[config.mk]
export PLATFORM = sky130hd
export DESIGN_NAME = break_setup
export DESIGN_NICKNAME = d
export VERILOG_FILES = /design/src/break_setup_pkg.sv /design/src/masked_compare.sv /design/src/break_setup.sv
export SDC_FILE = /design/constraint.sdc
export NUM_CORES = 1
export LEC_CHECK = 0
export BUFFER_PORTS_ARGS = -buffer_cell sky130_fd_sc_hd__buf_2
export CORE_ASPECT_RATIO = 0.7
export CORE_UTILIZATION = 40
export CTS_CLUSTER_SIZE = 28
export DETAILED_ROUTE_END_ITERATION = 10
export PLACE_DENSITY = 0.6
export SETUP_SLACK_MARGIN = 0.1
export SLEW_MARGIN = 20
export SYNTH_ARGS = -nofsm -noshare
export SYNTH_HDL_FRONTEND = slang
export SYNTH_SLANG_ARGS = --single-unit
[constraint.sdc]
create_clock -name clock -period 2.1 [get_ports clock]
set_clock_uncertainty 0.15 [all_clocks]
set_input_delay 0.42 -clock clock [delete_from_list [all_inputs] [get_ports clock]]
set_output_delay 0.42 -clock clock [all_outputs]
set_load 0.005 [all_outputs]
[src/break_setup_pkg.sv]
// Purpose: shared constants for the break-condition setup block
// Assumes: 32-bit register port, byte addresses on an 8-bit offset
// Notes:   qualifier field positions and codes used by decode and checks
package break_setup_pkg;

	// ==========================================================
	// register offsets
	localparam logic [7:0] OFF_CHAN_A_ADDR  = 8'h00;
	localparam logic [7:0] OFF_CHAN_A_MASK  = 8'h04;
	localparam logic [7:0] OFF_CHAN_A_QUAL  = 8'h08;
	localparam logic [7:0] OFF_CHAN_B_ADDR  = 8'h0c;
	localparam logic [7:0] OFF_CHAN_B_QUAL  = 8'h10;
	localparam logic [7:0] OFF_BREAK_STATUS = 8'h14;
	localparam logic [7:0] OFF_BREAK_MASK   = 8'h18;

	// ==========================================================
	// reset values
	localparam logic [31:0] RST_WORD = 32'h0000_0000;
	localparam logic [7:0]  RST_QUAL = 8'h00;
	localparam logic [1:0]  RST_FLAG = 2'h0;

	// ==========================================================
	// channel A qualifier fields
	localparam int QUAL_W      = 8;
	localparam int MASTER_HI   = 7;
	localparam int MASTER_LO   = 6;
	localparam int FETCH_HI    = 5;
	localparam int FETCH_LO    = 4;
	localparam int DIR_HI      = 3;
	localparam int DIR_LO      = 2;
	localparam int SIZE_HI     = 1;
	localparam int SIZE_LO     = 0;

	// channel B qualifier bits
	localparam int XY_EN_BIT   = 1;
	localparam int XY_SEL_BIT  = 0;

	// status and mask bit positions
	localparam int HIT_A_BIT   = 0;
	localparam int HIT_B_BIT   = 1;

	// two-bit field codes
	localparam logic [1:0] FIELD_OFF  = 2'h0;
	localparam logic [1:0] MASTER_DMA = 2'h2;
	localparam logic [1:0] SIZE_BYTE  = 2'h1;
	localparam logic [1:0] SIZE_WORD  = 2'h2;
	localparam logic [1:0] SIZE_LONG  = 2'h3;

	// x/y compare spans address bits 15 to 1
	localparam int XY_HI = 15;
	localparam int XY_LO = 1;
	localparam int XY_W  = 15;
	localparam int B_UPPER_LO = 17;

endpackage

[src/masked_compare.sv]
// Purpose: masked equality of a watched value against a stored value
// Assumes: mask bit high removes that bit from the compare
// Notes:   purely combinational
`timescale 1ns/100ps
module masked_compare
#(
	parameter int W = 32
)
(
	input  wire logic [W-1:0] watched,
	input  wire logic [W-1:0] stored,
	input  wire logic [W-1:0] ignore,
	output      logic         hit
);

	// ==========================================================
	// compare
	assign hit = (((watched ^ stored) & ~ignore) == '0);

endmodule

[src/break_setup.sv]
// Purpose: break-condition setup registers and channel compare logic
// Assumes: bus inputs are synchronous to clock; one monitored cycle per clock
// Notes:   only rst_n or a status write-one clears the registers, so contents survive standby
//
// Local design decisions: strobed register access and the address map.
`timescale 1ns/100ps
module break_setup
	import break_setup_pkg::*;
(
	input  wire logic        clock,
	input  wire logic        rst_n,
	input  wire logic [7:0]  reg_addr,
	input  wire logic [31:0] reg_wdata,
	input  wire logic        reg_wr,
	input  wire logic        reg_rd,
	output      logic [31:0] reg_rdata,
	input  wire logic [31:0] cpu_address_bus,
	input  wire logic [31:0] cache_address_bus,
	input  wire logic        cyc_valid,
	input  wire logic        cyc_on_cache,
	input  wire logic        cyc_is_dma,
	input  wire logic        cyc_is_fetch,
	input  wire logic        cyc_is_write,
	input  wire logic [1:0]  cyc_size,
	input  wire logic [15:0] x_memory_address_bus,
	input  wire logic [15:0] y_memory_address_bus,
	input  wire logic        x_cyc_valid,
	input  wire logic        y_cyc_valid,
	output      logic        break_req_a,
	output      logic        break_req_b,
	output      logic        user_break_request,
	output      logic        irq
);

	// ==========================================================
	// register state
	logic [31:0] chan_a_break_address_r;
	logic [31:0] chan_a_address_mask_r;
	logic [7:0]  chan_a_cycle_qualifier_r;
	logic [31:0] chan_b_break_address_r;
	logic [1:0]  chan_b_cycle_qualifier_r;
	logic [1:0]  status_r;
	logic [1:0]  irq_mask_r;
	logic [31:0] rdata_nxt;
	logic        hit_a_r;
	logic        hit_b_r;

	// ==========================================================
	// decoded qualifier fields
	wire logic [1:0] chan_a_master_select       = chan_a_cycle_qualifier_r[MASTER_HI:MASTER_LO];
	wire logic [1:0] chan_a_fetch_access_select = chan_a_cycle_qualifier_r[FETCH_HI:FETCH_LO];
	wire logic [1:0] chan_a_direction_select    = chan_a_cycle_qualifier_r[DIR_HI:DIR_LO];
	wire logic [1:0] chan_a_size_select         = chan_a_cycle_qualifier_r[SIZE_HI:SIZE_LO];
	wire logic       xy_bus_enable              = chan_b_cycle_qualifier_r[XY_EN_BIT];
	wire logic       xy_bus_select              = chan_b_cycle_qualifier_r[XY_SEL_BIT];

	// ==========================================================
	// write strobes per register
	wire logic wr_a_addr   = reg_wr && (reg_addr == OFF_CHAN_A_ADDR);
	wire logic wr_a_mask   = reg_wr && (reg_addr == OFF_CHAN_A_MASK);
	wire logic wr_a_qual   = reg_wr && (reg_addr == OFF_CHAN_A_QUAL);
	wire logic wr_b_addr   = reg_wr && (reg_addr == OFF_CHAN_B_ADDR);
	wire logic wr_b_qual   = reg_wr && (reg_addr == OFF_CHAN_B_QUAL);
	wire logic wr_status   = reg_wr && (reg_addr == OFF_BREAK_STATUS);
	wire logic wr_irq_mask = reg_wr && (reg_addr == OFF_BREAK_MASK);

	// ==========================================================
	// channel A address and mask, cleared only by power-on reset
	always_ff @(posedge clock or negedge rst_n)
	begin
		if (!rst_n)
		begin
			chan_a_break_address_r <= RST_WORD;
			chan_a_address_mask_r  <= RST_WORD;
		end
		else
		begin
			if (wr_a_addr)
				chan_a_break_address_r <= reg_wdata;
			if (wr_a_mask)
				chan_a_address_mask_r <= reg_wdata;
		end
	end

	// channel A qualifier, upper three bytes not stored
	always_ff @(posedge clock or negedge rst_n)
	begin
		if (!rst_n)
			chan_a_cycle_qualifier_r <= RST_QUAL;
		else if (wr_a_qual)
			chan_a_cycle_qualifier_r <= reg_wdata[QUAL_W-1:0];
	end

	// channel B address and bus choice
	always_ff @(posedge clock or negedge rst_n)
	begin
		if (!rst_n)
		begin
			chan_b_break_address_r   <= RST_WORD;
			chan_b_cycle_qualifier_r <= RST_FLAG;
		end
		else
		begin
			if (wr_b_addr)
				chan_b_break_address_r <= reg_wdata;
			if (wr_b_qual)
				chan_b_cycle_qualifier_r <= reg_wdata[1:0];
		end
	end

	// ==========================================================
	// channel A compare
	logic [31:0] watched_addr;
	logic        addr_hit_a;
	logic        master_ok;
	logic        fetch_ok;
	logic        dir_ok;
	logic        size_ok;
	logic        cond_a;

	assign watched_addr = cyc_on_cache ? cache_address_bus : cpu_address_bus;

	masked_compare #(.W(32)) u_cmp_a
	(
		.watched (watched_addr),
		.stored  (chan_a_break_address_r),
		.ignore  (chan_a_address_mask_r),
		.hit     (addr_hit_a)
	);

	// qualifier decode
	always_comb
	begin
		if (chan_a_master_select[0])
			master_ok = !cyc_is_dma;
		else if (chan_a_master_select == MASTER_DMA)
			master_ok = cyc_is_dma;
		else
			master_ok = 1'b1;
		unique case (chan_a_fetch_access_select)
			2'h1:    fetch_ok = cyc_is_fetch;
			2'h2:    fetch_ok = !cyc_is_fetch;
			default: fetch_ok = 1'b1;
		endcase
		unique case (chan_a_direction_select)
			2'h1:    dir_ok = !cyc_is_write;
			2'h2:    dir_ok = cyc_is_write;
			default: dir_ok = 1'b1;
		endcase
		if (chan_a_size_select == FIELD_OFF)
			size_ok = 1'b1;
		else
			size_ok = (cyc_size == chan_a_size_select);
	end

	assign cond_a = cyc_valid && addr_hit_a && master_ok && fetch_ok && dir_ok && size_ok;

	// ==========================================================
	// channel B compare
	logic        full_hit_b;
	logic        x_hit_b;
	logic        y_hit_b;
	logic        cond_b;

	masked_compare #(.W(32)) u_cmp_b
	(
		.watched (watched_addr),
		.stored  (chan_b_break_address_r),
		.ignore  (RST_WORD),
		.hit     (full_hit_b)
	);

	masked_compare #(.W(XY_W)) u_cmp_x
	(
		.watched (x_memory_address_bus[XY_HI:XY_LO]),
		.stored  (chan_b_break_address_r[31:B_UPPER_LO]),
		.ignore  ({XY_W{1'b0}}),
		.hit     (x_hit_b)
	);

	masked_compare #(.W(XY_W)) u_cmp_y
	(
		.watched (y_memory_address_bus[XY_HI:XY_LO]),
		.stored  (chan_b_break_address_r[XY_HI:XY_LO]),
		.ignore  ({XY_W{1'b0}}),
		.hit     (y_hit_b)
	);

	// with xy enabled only the selected x or y bus takes part; otherwise the full main-bus address is compared
	always_comb
	begin
		if (!xy_bus_enable)
			cond_b = cyc_valid && full_hit_b;
		else if (!xy_bus_select)
			cond_b = x_cyc_valid && x_hit_b;
		else
			cond_b = y_cyc_valid && y_hit_b;
	end

	// ==========================================================
	// break requests one cycle after the condition
	always_ff @(posedge clock or negedge rst_n)
	begin
		if (!rst_n)
		begin
			hit_a_r <= 1'b0;
			hit_b_r <= 1'b0;
		end
		else
		begin
			hit_a_r <= cond_a;
			hit_b_r <= cond_b;
		end
	end

	assign break_req_a        = hit_a_r;
	assign break_req_b        = hit_b_r;
	assign user_break_request = hit_a_r || hit_b_r;

	// ==========================================================
	// sticky status, write one to clear, set wins
	always_ff @(posedge clock or negedge rst_n)
	begin
		if (!rst_n)
			status_r <= RST_FLAG;
		else
		begin
			status_r[HIT_A_BIT] <= hit_a_r ||
				(status_r[HIT_A_BIT] && !(wr_status && reg_wdata[HIT_A_BIT]));
			status_r[HIT_B_BIT] <= hit_b_r ||
				(status_r[HIT_B_BIT] && !(wr_status && reg_wdata[HIT_B_BIT]));
		end
	end

	// interrupt enables
	always_ff @(posedge clock or negedge rst_n)
	begin
		if (!rst_n)
			irq_mask_r <= RST_FLAG;
		else if (wr_irq_mask)
			irq_mask_r <= reg_wdata[1:0];
	end

	assign irq = |(status_r & irq_mask_r);

	// ==========================================================
	// read mux, data valid the cycle after the strobe
	always_comb
	begin
		rdata_nxt = RST_WORD;
		unique case (reg_addr)
			OFF_CHAN_A_ADDR:  rdata_nxt = chan_a_break_address_r;
			OFF_CHAN_A_MASK:  rdata_nxt = chan_a_address_mask_r;
			OFF_CHAN_A_QUAL:  rdata_nxt[QUAL_W-1:0] = chan_a_cycle_qualifier_r;
			OFF_CHAN_B_ADDR:  rdata_nxt = chan_b_break_address_r;
			OFF_CHAN_B_QUAL:  rdata_nxt[1:0] = chan_b_cycle_qualifier_r;
			OFF_BREAK_STATUS: rdata_nxt[1:0] = status_r;
			OFF_BREAK_MASK:   rdata_nxt[1:0] = irq_mask_r;
			default:          rdata_nxt = RST_WORD;
		endcase
	end

	always_ff @(posedge clock or negedge rst_n)
	begin
		if (!rst_n)
			reg_rdata <= RST_WORD;
		else if (reg_rd)
			reg_rdata <= rdata_nxt;
		else
			reg_rdata <= RST_WORD;
	end
endmodule

# == Word level (Yosys, flattened, before mapping) ==
# Index checks and enable logic that the tools add are counted.
# totals
mem_bits_rw,0
latch_bits,0
in_bits,149
memories,0
rom_bits,0
reg_bits,144
wordCells,75
# op_classes
bitwise_logic,7
reduce_logical,34
div_mod_pow,0
muxes,12
eq_ne,12
add_sub_neg,0
n_shift,0
n_lt_le_gt_ge,0
multipliers,0
# ops
op,count
$pmux 24 s3,1
$logic_not 32->1,2
$mux 32,2
$xor 32x32->32,2
$and 32x32->32,1
$not 32->32,1
$logic_not 15->1,2
$xor 15x15->15,2
$eq 8x5->1 const B,3
$pmux 6 s4,1
$logic_and 1x1->1,19
$eq 8x4->1 const B,2
$pmux 2 s7,1
$eq 8x3->1 const B,1
$logic_not 8->1,1
$eq 2x2->1 const B,3
$logic_not 1->1,5
$mux 1,5
$eq 2x1->1 const B,2
$pmux 1 s2,2
$logic_or 1x1->1,3
$and 2x2->2,1
$eq 2x2->1,1
$logic_not 2->1,1
$reduce_or 2->1,1

# == Longest topological paths before layout ==
# logic_depth
depth_word,9
depth_mapped,8
ltp_nobuf,8

# == Modules after synthesis ==
# From an unflattened synthesis, not the netlist that was laid out.
# hier_totals
hier_cells,621
hier_area_um2,7746.2
# modules_own_cells
module,n_inst,cells_each,area_per_inst_um2
break_setup,1,465,6512.5
masked_compare at u_cmp_a ...,2,53,414.1
masked_compare at u_cmp_x ...,2,25,202.7

# == Worst setup path before layout ==
# No wires, ideal clock.
# synth_path
path_kind,in2reg
startpoint,input port reg_addr[1]
endpoint,register chan_a_address_mask_r[0]
stages,7
slack_ns,-0.298
path_buffers,2
arrival_ns,2.123
cell_sequence,or4_4 -> nor2_4 -> nand2_2 -> or4_4 -> buf_6 -> buf_12 -> mux2_4
# synth_via
elab_chain_len,2
# synth_lines
item,line,rtl
start: declaration,break_setup.sv:12,"input wire logic [7:0] reg_addr,"
$eq 8x3->1,break_setup.sv:60,wire logic wr_a_mask = reg_wr && (reg_addr == OFF_CHAN_A_MASK);
$logic_and 1x1->1,break_setup.sv:60,
end signal: assignment,break_setup.sv:81,chan_a_address_mask_r <= reg_wdata;
end: declaration,break_setup.sv:38,logic [31:0] chan_a_address_mask_r;
# No other way between the ends.
# A chain may end at the register's enable or synchronous reset.

# == Worst setup path in the final report ==
# layout_path
startpoint,input port reg_addr[1]
endpoint,register chan_a_address_mask_r[12]
# The elaborated chain is that of the path after synthesis.

==> flow_summary_export.csv <==
group,metric,value,unit
place,hpwl,17.0,mm
floorplan,rows,41,
global_routing,grt_first_pass_wirelength,36.0,mm
clock_tree,cts_buffers,17,
timing,finalSetupViolations,27,
route,routedWlPerCell,21.2,um
timing,period_share,102,%
yosys,synth_warnings,0,
place,placed_cell_area,0.00939,mm^2
final_layout,final_cell_mix,"buf_2, dfrtp_1, mux2_2",
clock_tree,clockBufferDepth,2,
yosys,ys_seq_area_share,46.9,%
worst_setup_path,cpPeakStageDelay,540,ps
hold_path,worstHoldPathType,"in -> reg",
global_routing,grt_antenna_before_repair,2,
timing,setup_ws,-38.3,ps
timing,period_needed,2140,ps
clock_tree,h-tree-depth,4,
global_routing,grt_max_degree,45,
route,via_count,5957,
yosys,synthesis.area,0.00768,mm^2
power,p_per_area,695,mW/mm^2
clock_tree,cts.reportedPaths.clkPinSlew,60,ps
timing,rsz0062_at_grt,"yes",
clock_tree,cts_root_buf,"clkbuf_16",
final_layout,area_growth_syn_to_layout,35.3,%
worst_setup_path,critical_path.cell_chain,"buf_6, or4_4, nor2_4, nand2_4, or4_4, buf_12, mux2_4",
yosys,synth_cell_types,38,
route,ant_nets,0,
final_layout,fin_util,56.4,%
worst_setup_path,start_kind,"input port",
floorplan,die_w,168,um
final_layout,antenna_cells,0,
worst_setup_path,cp_slowest_cell,"or4_4",
final_layout,final.fill_count,1515,
floorplan,core-area,0.0184,mm^2
global_routing,grt_pass1_vias,6343,
timing,fmax,468,MHz
worst_setup_path,crit_fanout,13,
timing,tightest_slew,449,ps
power,p_leak,5.35,nW
yosys,syn_inst,630,
clock_tree,cts_sinks,144,
timing,hold_violations,0,
worst_setup_path,cpMostUsedCell,"or4_4",
worst_setup_path,cp.required,2260,ps
yosys,syn-num-nets,783,
yosys,syn_avg_cell_area,12.2,um^2
clock_tree,insertion_delay,420,ps
yosys,synthArstFlopShare,100,%
flow_run,cap_viol_max_count,0,
yosys,synth_edf_count,0,
floorplan,die_y,118,um
place,preCtsSetupSlack,-410,ps
timing,slew_headroom,70.1,%
route,first_pass_iters,4,
run_status,status,"complete, but fails checks",
final_layout,drive_above_1_share,50.3,%
route,wl,23.8,mm
global_routing,grt-ovfl-total,0,
place,io_buffer_count,182,
place,gp_congestion,0.858,
timing,final_max_slew_viol_count,0,
worst_setup_path,arrival,2300,ps
clock_tree,tritoncts,"yes",
floorplan,num_io_pins,185,
floorplan,initial_core_util,41.7,%
global_routing,grtUsageTotal,24.4,%
route,drt_iter0_drc,409,
final_layout,num-nets-final,1026,
final_layout,final_area,0.0104,mm^2
floorplan,dieArea,0.0198,mm^2
worst_setup_path,crit_path_end_kind,"register",
worst_setup_path,crit_type,"in -> reg",
final_layout,layout.cells.most_common,"buf_2",
run_status,violations,"setup timing",
yosys,ys.flop_type,"dfrtp_1",
route,routed_via_density,5.31,
route,drc,0,
power,vdd_drop_max,443,uV
yosys,ys_seq_elements,144,
[stage by stage]
stage	setup TNS (ps)	hold WS [ps]	power, W	instances
final	-598	101	0.00721	1122
after global routing	-1240	108	0.00748	1122
after CTS	0	97.6	0.00721	1115
after detailed placement	-35720	228	0.00402	1081
after global placement	-33570	231	0.00399	1081
after floorplan	-14770	-25.6	0.00349	630
[routing by layer]
| metal | global-route usage [%] | vias up | share of wire [%] |
|---|---|---|---|
| li1 | - | 2706 | - |
| met3 | 5.31 | 28 | 6.1 |
| met1 | 35.7 | 2993 | 48 |
| met4 | 6.02 | 4 | 1.3 |
| met2 | 36.7 | 226 | 45 |
| met5 | 0 | - | 0.097 |
[Yosys cell counts, drive strengths merged (4+ instances only)]
cell | number | area share, %
a211oi | 5 | 0.49
a21oi | 27 | 1.8
buf | 21 | 1.9
clkbuf | 9 | 0.44
dfrtp | 144 | 47
ha | 4 | 0.65
inv | 8 | 0.39
mux2 | 109 | 17
mux2i | 59 | 7.7
mux4 | 7 | 2.1
nand2 | 11 | 0.57
nand3 | 5 | 0.33
nand4 | 14 | 1.1
nor2 | 63 | 3.2
nor2b | 8 | 0.65
nor4 | 5 | 0.41
o21ai | 5 | 0.33
o22ai | 16 | 1.3
xnor2 | 35 | 4.0
xor2 | 59 | 6.7
[logic make-up after synthesis]
| logic type | synth area share [%] |
|---|---|
| compound gates | 4.53 |
| xor+xnor | 10.7 |
| fa+ha+maj | 0.652 |
| buf+inv | 2.69 |
| flops | 46.9 |
| mux | 27.2 |
| simple gates | 7.25 |
[registers in the layout, indices dropped and copies added, names as in the netlist]
name and flops:
chan_a_address_mask_r 32, chan_a_break_address_r 32, chan_b_break_address_r 32, reg_rdata 32
chan_a_cycle_qualifier_r 8, chan_b_cycle_qualifier_r 2, irq_mask_r 2, status_r 2
break_req_a 1, break_req_b 1
[worst paths after layout]
| check | from | endpoint | slack (ps) | cells after the start |
|---|---|---|---|---|
| hold / removal | reg_rd | reg_rdata[1]$_DFF_PN0_ | 100 | 3 |
| hold reg to reg | status_r[0]$_DFF_PN0_ | status_r[0]$_DFF_PN0_ | 380 | 1 |
| setup / recovery | reg_addr[1] | chan_a_address_mask_r[12]$_DFFE_PN0P_ | -40 | 7 |
| setup reg to reg | chan_a_cycle_qualifier_r[4]$_DFFE_PN0P_ | break_req_a$_DFF_PN0_ | 50 | 9 |
| max in group asynchronous | rst_n | chan_a_address_mask_r[2]$_DFFE_PN0P_ | 810 | 3 |
| min in group asynchronous | rst_n | reg_rdata[0]$_DFF_PN0_ | 340 | 2 |
[worst max-delay path: cells and delay by family]
family | cells | cell delay (ps)
buffers and inverters | 2 | 300
multiplexers | 1 | 310
AND/OR/NAND/NOR | 4 | 1260
[power breakdown]
group	internal, W	switching [W]	leakage, nW
logic	0.000548	0.000514	3.05
registers	0.00288	0.000117	1.99
clock network	0.00198	0.00118	0.304
[what timing repair did]
action | CTS | global route
hold buffers | 1 | 0
endpoints found under the hold margin | 39 | 0
pin swaps | 9 | 12
buffers inserted | 0 | 4
setup endpoints to repair | 50 | 106
gates resized for setup | 18 | 25
gates cloned | 1 | 3
[cell type report]
cell class / count / area [um^2] / area share, %
Inverter: 8 / 30.0 / 0.289
Timing Repair Buffer: 254 / 1710 / 16.5
Clock buffer: 21 / 480 / 4.63
Sequential cell: 144 / 3600 / 34.7
Clock inverter: 11 / 135 / 1.30
Multi-Input combinational cell: 448 / 4130 / 39.8
Tap cell: 236 / 295 / 2.84
Note: power is estimated with default switching activity, not from simulation.
